**src/core/cmsq_pkg.sv**
```systemverilog
// Purpose: Constants and types shared by the counter mode sequencer.
// Assumes: One counter, down counting, register bus is AXI4-Lite with 32-bit data.
// Notes:   Functional notes follow.
//
// Functional notes
// Mode comes from gate field plus three bits.
// Host never programs reserved mode combinations.
// Repetition bit 0 disarms at end, 1 repeats.
// Only active-going source and gate edges count.
// Terminal count state always counts next edge.
// Mode A: armed counts, reload, disarm.
// Mode B: count only while gate active.
// Modes C, F: gate edges ignored while disarmed.
// Mode C: start after gate edge, disarm.
// Host restarts mode C: arm, then gate.
// Mode C: gate ignored after triggering edge.
// Mode D: repeat forever, reload from load.
// Mode E: like D, gated by level.
// Mode F: gate starts, stop, stay armed.
// Mode G: two terminal counts, then disarm.
// Mode G: hold first, load second reload.
// Host preloads mode G before arming.
// Mode G: count sets delay, hold sets width.
// Arm, disarm and load commands per counter.
// Terminal count pulse and toggled output.
package cmsq_pkg;

  // ----------------------------------------------------------------
  // Register map
  // ----------------------------------------------------------------
  localparam logic [7:0] OFS_MODE   = 8'h00;
  localparam logic [7:0] OFS_LOAD   = 8'h04;
  localparam logic [7:0] OFS_HOLD   = 8'h08;
  localparam logic [7:0] OFS_CMD    = 8'h0C;
  localparam logic [7:0] OFS_STATUS = 8'h10;
  localparam logic [7:0] OFS_COUNT  = 8'h14;

  // ----------------------------------------------------------------
  // Field positions and reset values
  // ----------------------------------------------------------------
  localparam int GC_HI        = 15;
  localparam int GC_LO        = 13;
  localparam int SPECIAL_BIT  = 7;
  localparam int RELOAD_BIT   = 6;
  localparam int REPEAT_BIT   = 5;
  localparam int CMD_ARM_BIT  = 0;
  localparam int CMD_DIS_BIT  = 1;
  localparam int CMD_LOAD_BIT = 2;
  localparam logic [15:0] MODE_RESET = 16'h0000;
  localparam logic [2:0]  GC_NONE    = 3'h0;
  localparam logic [1:0]  GC_LEVEL   = 2'h2;
  localparam logic [1:0]  GC_EDGE    = 2'h3;
  localparam logic [1:0]  RESP_OKAY   = 2'h0;
  localparam logic [1:0]  RESP_SLVERR = 2'h2;

  // ----------------------------------------------------------------
  // Types
  // ----------------------------------------------------------------
  typedef enum logic [7:0] {
    MD_NONE = 8'h01, MD_A = 8'h02, MD_B = 8'h04, MD_C = 8'h08,
    MD_D    = 8'h10, MD_E = 8'h20, MD_F = 8'h40, MD_G = 8'h80
  } cmsq_mode_e;

  typedef enum logic [2:0] {
    ST_DIS  = 3'h1,
    ST_WAIT = 3'h2,
    ST_RUN  = 3'h4
  } cmsq_state_e;

endpackage : cmsq_pkg

```
**src/core/cmsq_pin_sync.sv**
```systemverilog
// Purpose: Three-stage synchroniser with agreement filter and edge pulses.
// Assumes: Pin is asynchronous to aclk.
// Notes:   The first stage feeds only the second stage.
`timescale 1ns/1ps
`default_nettype none
module cmsq_pin_sync (
  // Clock and reset
  input  wire logic aclk,
  input  wire logic aresetn,
  // Pin side
  input  wire logic pin,
  // Filtered outputs
  output logic      level,
  output logic      rise,
  output logic      fall
);

  logic s1_r, s2_r, s3_r, lvl_r, rise_r, fall_r;
  logic lvl_nxt, rise_nxt, fall_nxt;

  always_comb begin
    lvl_nxt  = lvl_r;
    rise_nxt = 1'b0;
    fall_nxt = 1'b0;
    if (s2_r == s3_r) begin
      lvl_nxt  = s3_r;
      rise_nxt = s3_r & ~lvl_r;
      fall_nxt = ~s3_r & lvl_r;
    end
  end

  always_ff @(posedge aclk) begin
    if (!aresetn) begin
      s1_r   <= 1'b0;
      s2_r   <= 1'b0;
      s3_r   <= 1'b0;
      lvl_r  <= 1'b0;
      rise_r <= 1'b0;
      fall_r <= 1'b0;
    end else begin
      s1_r   <= pin;
      s2_r   <= s1_r;
      s3_r   <= s2_r;
      lvl_r  <= lvl_nxt;
      rise_r <= rise_nxt;
      fall_r <= fall_nxt;
    end
  end

  assign level = lvl_r;
  assign rise  = rise_r;
  assign fall  = fall_r;

endmodule : cmsq_pin_sync
`default_nettype wire

```
**src/core/cmsq_top.sv**
```systemverilog
// Purpose: One counter with modes A to G, register access over AXI4-Lite.
// Assumes: Gate and source are asynchronous pins; source counts on rising edges.
// Notes:   Unsupported mode codes leave the counter idle and flag it in status.
//
// Added by the designer: register access over AXI4-Lite and the placing of the registers.
`timescale 1ns/1ps
`default_nettype none
module cmsq_top #(
  parameter int CW = 16
) (
  // Clock and reset
  input  wire logic        aclk,
  input  wire logic        aresetn,
  // AXI4-Lite write address and data
  input  wire logic        s_axi_awvalid,
  output logic             s_axi_awready,
  input  wire logic [7:0]  s_axi_awaddr,
  input  wire logic        s_axi_wvalid,
  output logic             s_axi_wready,
  input  wire logic [31:0] s_axi_wdata,
  input  wire logic [3:0]  s_axi_wstrb,
  // AXI4-Lite write response
  output logic             s_axi_bvalid,
  input  wire logic        s_axi_bready,
  output logic [1:0]       s_axi_bresp,
  // AXI4-Lite read
  input  wire logic        s_axi_arvalid,
  output logic             s_axi_arready,
  input  wire logic [7:0]  s_axi_araddr,
  output logic             s_axi_rvalid,
  input  wire logic        s_axi_rready,
  output logic [31:0]      s_axi_rdata,
  output logic [1:0]       s_axi_rresp,
  // Counter pins
  input  wire logic        gate_pin,
  input  wire logic        source_pin,
  output logic             tc_out,
  output logic             tc_toggle_out,
  output logic             armed_out
);

  // ----------------------------------------------------------------
  // Mode decode
  // ----------------------------------------------------------------
  function automatic cmsq_pkg::cmsq_mode_e decode_mode(input logic [15:0] m);
    logic [2:0] gc;
    logic [2:0] bits;
    gc   = m[cmsq_pkg::GC_HI:cmsq_pkg::GC_LO];
    bits = {m[cmsq_pkg::SPECIAL_BIT], m[cmsq_pkg::RELOAD_BIT], m[cmsq_pkg::REPEAT_BIT]};
    decode_mode = cmsq_pkg::MD_NONE;
    unique case (bits)
      3'h0: begin
        if (gc == cmsq_pkg::GC_NONE) decode_mode = cmsq_pkg::MD_A;
        else if (gc[2:1] == cmsq_pkg::GC_LEVEL) decode_mode = cmsq_pkg::MD_B;
        else if (gc[2:1] == cmsq_pkg::GC_EDGE) decode_mode = cmsq_pkg::MD_C;
      end
      3'h1: begin
        if (gc == cmsq_pkg::GC_NONE) decode_mode = cmsq_pkg::MD_D;
        else if (gc[2:1] == cmsq_pkg::GC_LEVEL) decode_mode = cmsq_pkg::MD_E;
        else if (gc[2:1] == cmsq_pkg::GC_EDGE) decode_mode = cmsq_pkg::MD_F;
      end
      3'h2: begin
        if (gc == cmsq_pkg::GC_NONE) decode_mode = cmsq_pkg::MD_G;
      end
      default: decode_mode = cmsq_pkg::MD_NONE;
    endcase
  endfunction : decode_mode

  // ----------------------------------------------------------------
  // State
  // ----------------------------------------------------------------
  logic [15:0]           mode_r, mode_nxt;
  logic [CW-1:0]         load_r, load_nxt, hold_r, hold_nxt, cnt_r, cnt_nxt;
  cmsq_pkg::cmsq_state_e st_r, st_nxt;
  logic                  phase_r, phase_nxt, tc_r, tc_nxt, tog_r, tog_nxt;
  logic                  pend_r, pend_nxt, tcp_r, tcp_nxt;
  logic [7:0]            awaddr_r, awaddr_nxt;
  logic                  awhave_r, awhave_nxt, whave_r, whave_nxt;
  logic [31:0]           wdata_r, wdata_nxt;
  logic [3:0]            wstrb_r, wstrb_nxt;
  logic                  bvalid_r, bvalid_nxt, rvalid_r, rvalid_nxt;
  logic [1:0]            bresp_r, bresp_nxt, rresp_r, rresp_nxt;
  logic [31:0]           rdata_r, rdata_nxt;

  logic gate_lvl, gate_rise, gate_fall, src_rise;
  cmsq_pkg::cmsq_mode_e mode;
  logic gate_act, gate_edge, is_level, is_edge, qual;
  logic wr_fire, cmd_arm, cmd_dis, cmd_ld, cmd_any;

  cmsq_pin_sync u_gate_sync (
    .aclk    (aclk),
    .aresetn (aresetn),
    .pin     (gate_pin),
    .level   (gate_lvl),
    .rise    (gate_rise),
    .fall    (gate_fall)
  );

  cmsq_pin_sync u_src_sync (
    .aclk    (aclk),
    .aresetn (aresetn),
    .pin     (source_pin),
    .level   (),
    .rise    (src_rise),
    .fall    ()
  );

  // Low bit of the gate field selects active-low gating.
  assign mode      = decode_mode(mode_r);
  assign gate_act  = mode_r[cmsq_pkg::GC_LO] ? ~gate_lvl : gate_lvl;
  assign gate_edge = mode_r[cmsq_pkg::GC_LO] ? gate_fall : gate_rise;
  assign is_level  = (mode == cmsq_pkg::MD_B) || (mode == cmsq_pkg::MD_E);
  assign is_edge   = (mode == cmsq_pkg::MD_C) || (mode == cmsq_pkg::MD_F);
  assign qual      = src_rise && (!is_level || gate_act);

  // ----------------------------------------------------------------
  // Bus slave
  // ----------------------------------------------------------------
  assign s_axi_awready = !awhave_r;
  assign s_axi_wready  = !whave_r;
  assign s_axi_arready = !rvalid_r;
  assign wr_fire = awhave_r && whave_r && !bvalid_r;
  assign cmd_any = wr_fire && (awaddr_r == cmsq_pkg::OFS_CMD) && wstrb_r[0];
  assign cmd_arm = cmd_any && wdata_r[cmsq_pkg::CMD_ARM_BIT];
  assign cmd_dis = cmd_any && wdata_r[cmsq_pkg::CMD_DIS_BIT];
  assign cmd_ld  = cmd_any && wdata_r[cmsq_pkg::CMD_LOAD_BIT];

  always_comb begin
    awaddr_nxt = awaddr_r;
    awhave_nxt = awhave_r;
    wdata_nxt  = wdata_r;
    wstrb_nxt  = wstrb_r;
    whave_nxt  = whave_r;
    bvalid_nxt = bvalid_r;
    bresp_nxt  = bresp_r;
    rvalid_nxt = rvalid_r;
    rresp_nxt  = rresp_r;
    rdata_nxt  = rdata_r;
    mode_nxt   = mode_r;
    load_nxt   = load_r;
    hold_nxt   = hold_r;
    if (s_axi_awvalid && !awhave_r) begin
      awaddr_nxt = s_axi_awaddr;
      awhave_nxt = 1'b1;
    end
    if (s_axi_wvalid && !whave_r) begin
      wdata_nxt = s_axi_wdata;
      wstrb_nxt = s_axi_wstrb;
      whave_nxt = 1'b1;
    end
    if (bvalid_r && s_axi_bready) bvalid_nxt = 1'b0;
    if (wr_fire) begin
      awhave_nxt = 1'b0;
      whave_nxt  = 1'b0;
      bvalid_nxt = 1'b1;
      bresp_nxt  = cmsq_pkg::RESP_OKAY;
      for (int b = 0; b < 2; b++) begin
        if (wstrb_r[b]) begin
          unique case (awaddr_r)
            cmsq_pkg::OFS_MODE: mode_nxt[b*8 +: 8] = wdata_r[b*8 +: 8];
            cmsq_pkg::OFS_LOAD: load_nxt[b*8 +: 8] = wdata_r[b*8 +: 8];
            cmsq_pkg::OFS_HOLD: hold_nxt[b*8 +: 8] = wdata_r[b*8 +: 8];
            default: ;
          endcase
        end
      end
      if (awaddr_r != cmsq_pkg::OFS_MODE && awaddr_r != cmsq_pkg::OFS_LOAD &&
          awaddr_r != cmsq_pkg::OFS_HOLD && awaddr_r != cmsq_pkg::OFS_CMD)
        bresp_nxt = cmsq_pkg::RESP_SLVERR;
    end
    if (rvalid_r && s_axi_rready) rvalid_nxt = 1'b0;
    if (s_axi_arvalid && !rvalid_r) begin
      rvalid_nxt = 1'b1;
      rresp_nxt  = cmsq_pkg::RESP_OKAY;
      rdata_nxt  = 32'h0000_0000;
      unique case (s_axi_araddr)
        cmsq_pkg::OFS_MODE:   rdata_nxt[15:0]   = mode_r;
        cmsq_pkg::OFS_LOAD:   rdata_nxt[CW-1:0] = load_r;
        cmsq_pkg::OFS_HOLD:   rdata_nxt[CW-1:0] = hold_r;
        cmsq_pkg::OFS_CMD:    rdata_nxt         = 32'h0000_0000;
        cmsq_pkg::OFS_STATUS: rdata_nxt[6:0]    = {pend_r, mode == cmsq_pkg::MD_NONE, phase_r,
                                                   tog_r, tc_r, st_r == cmsq_pkg::ST_WAIT,
                                                   st_r != cmsq_pkg::ST_DIS};
        cmsq_pkg::OFS_COUNT:  rdata_nxt[CW-1:0] = cnt_r;
        default:              rresp_nxt         = cmsq_pkg::RESP_SLVERR;
      endcase
    end
  end

  // ----------------------------------------------------------------
  // Count sequencer
  // ----------------------------------------------------------------
  always_comb begin
    cnt_nxt   = cnt_r;
    st_nxt    = st_r;
    phase_nxt = phase_r;
    tc_nxt    = tc_r;
    tog_nxt   = tog_r;
    pend_nxt  = pend_r;
    tcp_nxt   = 1'b0;
    if (tc_r && src_rise) begin
      // Leaving terminal count happens regardless of gate or arm state.
      tc_nxt   = 1'b0;
      pend_nxt = 1'b0;
      cnt_nxt  = (mode == cmsq_pkg::MD_G && !phase_r) ? hold_r : load_r;
      unique case (mode)
        cmsq_pkg::MD_A, cmsq_pkg::MD_B, cmsq_pkg::MD_C: st_nxt = cmsq_pkg::ST_DIS;
        cmsq_pkg::MD_F: if (st_r != cmsq_pkg::ST_DIS) st_nxt = cmsq_pkg::ST_WAIT;
        cmsq_pkg::MD_G: begin
          phase_nxt = !phase_r;
          if (phase_r) st_nxt = cmsq_pkg::ST_DIS;
        end
        default: ;
      endcase
      if (pend_r) begin
        st_nxt    = cmsq_pkg::ST_DIS;
        phase_nxt = 1'b0;
      end
    end else if (!tc_r && st_r == cmsq_pkg::ST_RUN && qual && mode != cmsq_pkg::MD_NONE) begin
      // Gate level is not looked at here in modes C and F.
      if (cnt_r == CW'(1)) begin
        cnt_nxt = '0;
        tc_nxt  = 1'b1;
        tcp_nxt = 1'b1;
        tog_nxt = !tog_r;
      end else begin
        cnt_nxt = cnt_r - CW'(1);
      end
    end else if (st_r == cmsq_pkg::ST_WAIT && gate_edge) begin
      st_nxt = cmsq_pkg::ST_RUN;
    end
    if (cmd_dis) begin
      // A disarm during terminal count waits for the edge that ends it.
      if (tc_r && !src_rise) pend_nxt = 1'b1;
      else begin
        st_nxt    = cmsq_pkg::ST_DIS;
        phase_nxt = 1'b0;
      end
    end else if (cmd_arm && st_r == cmsq_pkg::ST_DIS && mode != cmsq_pkg::MD_NONE) begin
      st_nxt    = is_edge ? cmsq_pkg::ST_WAIT : cmsq_pkg::ST_RUN;
      phase_nxt = 1'b0;
    end
    if (cmd_ld) cnt_nxt = load_r;
  end

  always_ff @(posedge aclk) begin
    if (!aresetn) begin
      awaddr_r <= 8'h00;
      awhave_r <= 1'b0;
      wdata_r  <= 32'h0000_0000;
      wstrb_r  <= 4'h0;
      whave_r  <= 1'b0;
      bvalid_r <= 1'b0;
      bresp_r  <= cmsq_pkg::RESP_OKAY;
      rvalid_r <= 1'b0;
      rresp_r  <= cmsq_pkg::RESP_OKAY;
      rdata_r  <= 32'h0000_0000;
      mode_r   <= cmsq_pkg::MODE_RESET;
      load_r   <= '0;
      hold_r   <= '0;
      cnt_r    <= '0;
      st_r     <= cmsq_pkg::ST_DIS;
      phase_r  <= 1'b0;
      tc_r     <= 1'b0;
      tog_r    <= 1'b0;
      pend_r   <= 1'b0;
      tcp_r    <= 1'b0;
    end else begin
      awaddr_r <= awaddr_nxt;
      awhave_r <= awhave_nxt;
      wdata_r  <= wdata_nxt;
      wstrb_r  <= wstrb_nxt;
      whave_r  <= whave_nxt;
      bvalid_r <= bvalid_nxt;
      bresp_r  <= bresp_nxt;
      rvalid_r <= rvalid_nxt;
      rresp_r  <= rresp_nxt;
      rdata_r  <= rdata_nxt;
      mode_r   <= mode_nxt;
      load_r   <= load_nxt;
      hold_r   <= hold_nxt;
      cnt_r    <= cnt_nxt;
      st_r     <= st_nxt;
      phase_r  <= phase_nxt;
      tc_r     <= tc_nxt;
      tog_r    <= tog_nxt;
      pend_r   <= pend_nxt;
      tcp_r    <= tcp_nxt;
    end
  end

  assign s_axi_bvalid  = bvalid_r;
  assign s_axi_bresp   = bresp_r;
  assign s_axi_rvalid  = rvalid_r;
  assign s_axi_rdata   = rdata_r;
  assign s_axi_rresp   = rresp_r;
  assign tc_out        = tcp_r;
  assign tc_toggle_out = tog_r;
  assign armed_out     = (st_r != cmsq_pkg::ST_DIS);

  logic tc_exit;
  assign tc_exit = tc_r && src_rise;
endmodule : cmsq_top
`default_nettype wire

```
**config.mk**
```make
export PLATFORM = sky130hd
export DESIGN_NAME = cmsq_top
export DESIGN_NICKNAME = d
export VERILOG_FILES = /design/src/core/cmsq_pkg.sv /design/src/core/cmsq_pin_sync.sv /design/src/core/cmsq_top.sv
export SDC_FILE = /design/constraint.sdc
export NUM_CORES = 1
export LEC_CHECK = 0
export ABC_AREA = 1
export BUFFER_PORTS_ARGS = -buffer_cell sky130_fd_sc_hd__buf_2
export CORE_UTILIZATION = 35
export DETAILED_ROUTE_END_ITERATION = 7
export SLEW_MARGIN = 5
export SYNTH_ARGS = -nofsm -noshare
export SYNTH_HDL_FRONTEND = slang
export SYNTH_HIERARCHICAL = 1
export SYNTH_SLANG_ARGS = --single-unit
```
**constraint.sdc**
```tcl
create_clock -name aclk -period 3.24 [get_ports aclk]
set_clock_uncertainty 0.05 [all_clocks]
set_input_delay 0 -clock aclk [delete_from_list [all_inputs] [get_ports aclk]]
set_output_delay 0 -clock aclk [all_outputs]
set_load 0.01 [all_outputs]
```
==> impl_metrics.csv <==
group,metric,value,unit
hold_path,hold_class,"input pin to flip-flop",
timing,slew-limit-headroom,38.7,%
setup_path,endpoint_kind,"flip-flop",
timing,hold_viol,0,
setup_path,crit_buf_inv,3,
floorplanning,die_area,0.0193,mm^2
grt,grtUsageMet3,3.45,%
placed_design,gp_congestion,0.877,
status,violations,"DRC",
setup_path,crit_family,"buffers and inverters",
hold_path,holdPathEnd,"mode_r[6]",
grt,grtUsageMet1,26.7,%
routing,drc_errors,14,
logic_synthesis,synth-warning-count,6,
timing,rsz0062_at_grt,"no",
placed_design,dp_hpwl,13.9,mm
setup_path,worstSetupPathType,"flip-flop to flip-flop",
grt,grt_pass1_vias,5894,
timing,setup_tns,0,ns
timing,drv_slew,0,
logic_synthesis,syn-cell-area,0.00655,mm^2
clock_tree,h-tree-depth,4,
pwr,leakagePower,0.00344,uW
pwr,switching_power,922,uW
grt,grt-busiest-layer,"met2",
setup_path,max_stage_delay,0.73,ns
floorplanning,die-width,139,um
hold_path,min_path_cells,3,
timing,timing.final.crit_share,81.6,%
routing,drt_first_pass_iters,7,
setup_path,cp_max_fo,20,
pwr,pwr-share-comb,6.4,%
setup_path,start_kind,"flip-flop",
floorplanning,initial_core_util,36.1,%
clock_tree,cts_buffers,17,
placed_design,pre_cts_slack,1.01,ns
clock_tree,clock_path_buffers,2,
grt,grt-ovfl-total,0,
floorplanning,fp.coreArea,0.0181,mm^2
routing,vias,6365,
grt,antenna_found_initial,0,
timing,period_needed,2.64,ns
pwr,pwr-share-clk,52.4,%
setup_path,crit_top_cell,"inv_1",
grt,use_met2,32.9,%
setup_path,rr_endpoint,"s_axi_rresp[1]",
clock_tree,clk_pin_slew,0.06,ns
routing,drt-total-wl,19.3,mm
clock_tree,root_buffer,"clkbuf_16",
pwr,internal_power,3150,uW
clock_tree,cts.sinks,131,
logic_synthesis,syn_avg_cell_area,6.84,um^2
setup_path,rr_startpoint,"s_axi_rvalid",
clock_tree,cts_resized,0,
flow_run,cap_violations,0,
cells_and_area,layout-drive-gt1-share,12.1,%
cells_and_area,utilization,44.1,%
grt,grt_pass1_wl,30.9,mm
timing,holdWs,0.0567,ns
status,status,"finished, violations left",
grt,track_usage,20.6,%
floorplanning,rows,49,
clock_tree,worstSkewPairLatency,0.43,ns
routing,routed_via_density,4.93,
cells_and_area,layout_common_cells,"159 x nand2_1, 134 x o21ai_0, 131 x dfxtp_1",
timing,fin_ws,0.597,ns
setup_path,crit_chain,"inv_1 > nand2_1 > inv_1 > nand3_1 > o221ai_1 > dlygate4sd3_1 > nor2_1",
pwr,peakVddDrop,391,uV
pwr,pwr-share-seq,41.3,%
logic_synthesis,postSynthCellCount,958,
routing,drt_iter0_drc,510,
floorplanning,ios,105,
clock_tree,cts_tree,"built",
setup_path,crit_slowest_cell,"inv_1",
setup_path,crit_arrival,2.91,ns
cells_and_area,diodes,0,
floorplanning,die_y,139,um
placed_design,io_buffers,68,
setup_path,reg2reg_depth,7,
cells_and_area,final_common_cell,"nand2_1",
hold_path,worstHoldStart,"aresetn",
timing,tightest_slew,0.913,ns
pwr,switching_share,22.6,%
pwr,power_density,509,mW/mm^2
cells_and_area,nets,1114,
cells_and_area,syn2layout_area_growth,22.1,%
setup_path,reg2reg_slack,0.60,ns
timing,setup_viol,0,
timing,timing.fmax,378,MHz
routing,detail-route-antenna-nets,0,
setup_path,cp_data_required_time,3.51,ns
routing,wl_per_cell,15.0,um
grt,grt_max_degree,53,
[worst register-to-register path, delay by kind of cell (launching register included)]
family	cells	cell delay (ns)
AO/OA/AOI/OAI	1	0.20
buffers and inverters	3	1.39
flip-flops	1	0.31
AND/OR/NAND/NOR	3	0.59
[registers in the layout, summed over array words and instances (netlist names), 2 cells and up, named ones only]
name         cells
awaddr_r         8
cnt_r           16
hold_r          16
load_r          16
mode_r          16
s_axi_rdata     16
st_r             3
wdata_r         16
wstrb_r          2
[how the worst max path moves through the flow]
stage | startpoint | end | cells after the start
after floorplan | mode_r[13] | cnt_r[9] | 12
after global placement | s_axi_rvalid | s_axi_rdata[8] | 5
after detailed placement | s_axi_rvalid | s_axi_rdata[8] | 5
after CTS | s_axi_rvalid | s_axi_rresp[1] | 7
after global routing | s_axi_rvalid | s_axi_rresp[1] | 7
final | s_axi_rvalid | s_axi_rresp[1] | 7
[final cells by class]
cell class | count | area [um^2]
Fill cell | 1900 | 10100
Multi-Input combinational cell | 668 | 3220
Sequential cell | 131 | 2620
Timing Repair Buffer | 113 | 768
Clock buffer | 19 | 453
Inverter | 119 | 447
Tap cell | 229 | 287
Clock inverter | 12 | 204
[metal layers]
layer	part of all wire (%)	vias up	wire length, um
li1	-	3292	-
met1	47	2846	9000
met2	45	196	8680
met3	4.7	31	917
met4	3.8	0	732
met5	0	-	0
[power by group through the flow]
stage               Combinational [uW]  Sequential [uW]  Clock (uW)
global route                       288             1690        2230
detailed placement                 225             1720           0
finish                             260             1680        2130
global placement                   224             1720           0
CTS                                259             1680        2160
floorplan                          157             1710           0
[per-stage QoR]
step           instances  area [um^2]  power, uW
6_report            1291         8000       4080
3_3_place_gp        1224         6990       1940
4_1_cts             1291         8000       4100
5_1_grt             1291         8000       4210
2_1_floorplan        975         6620       1870
3_5_place_dp        1224         6990       1940
[timing repair]
item / 4_1_cts / 5_1_grt
endpoints found under the hold margin: 33 / 0
hold buffers: 36 / 0
buffers inserted: 0 / 0
(Power assumes the default switching activity.)
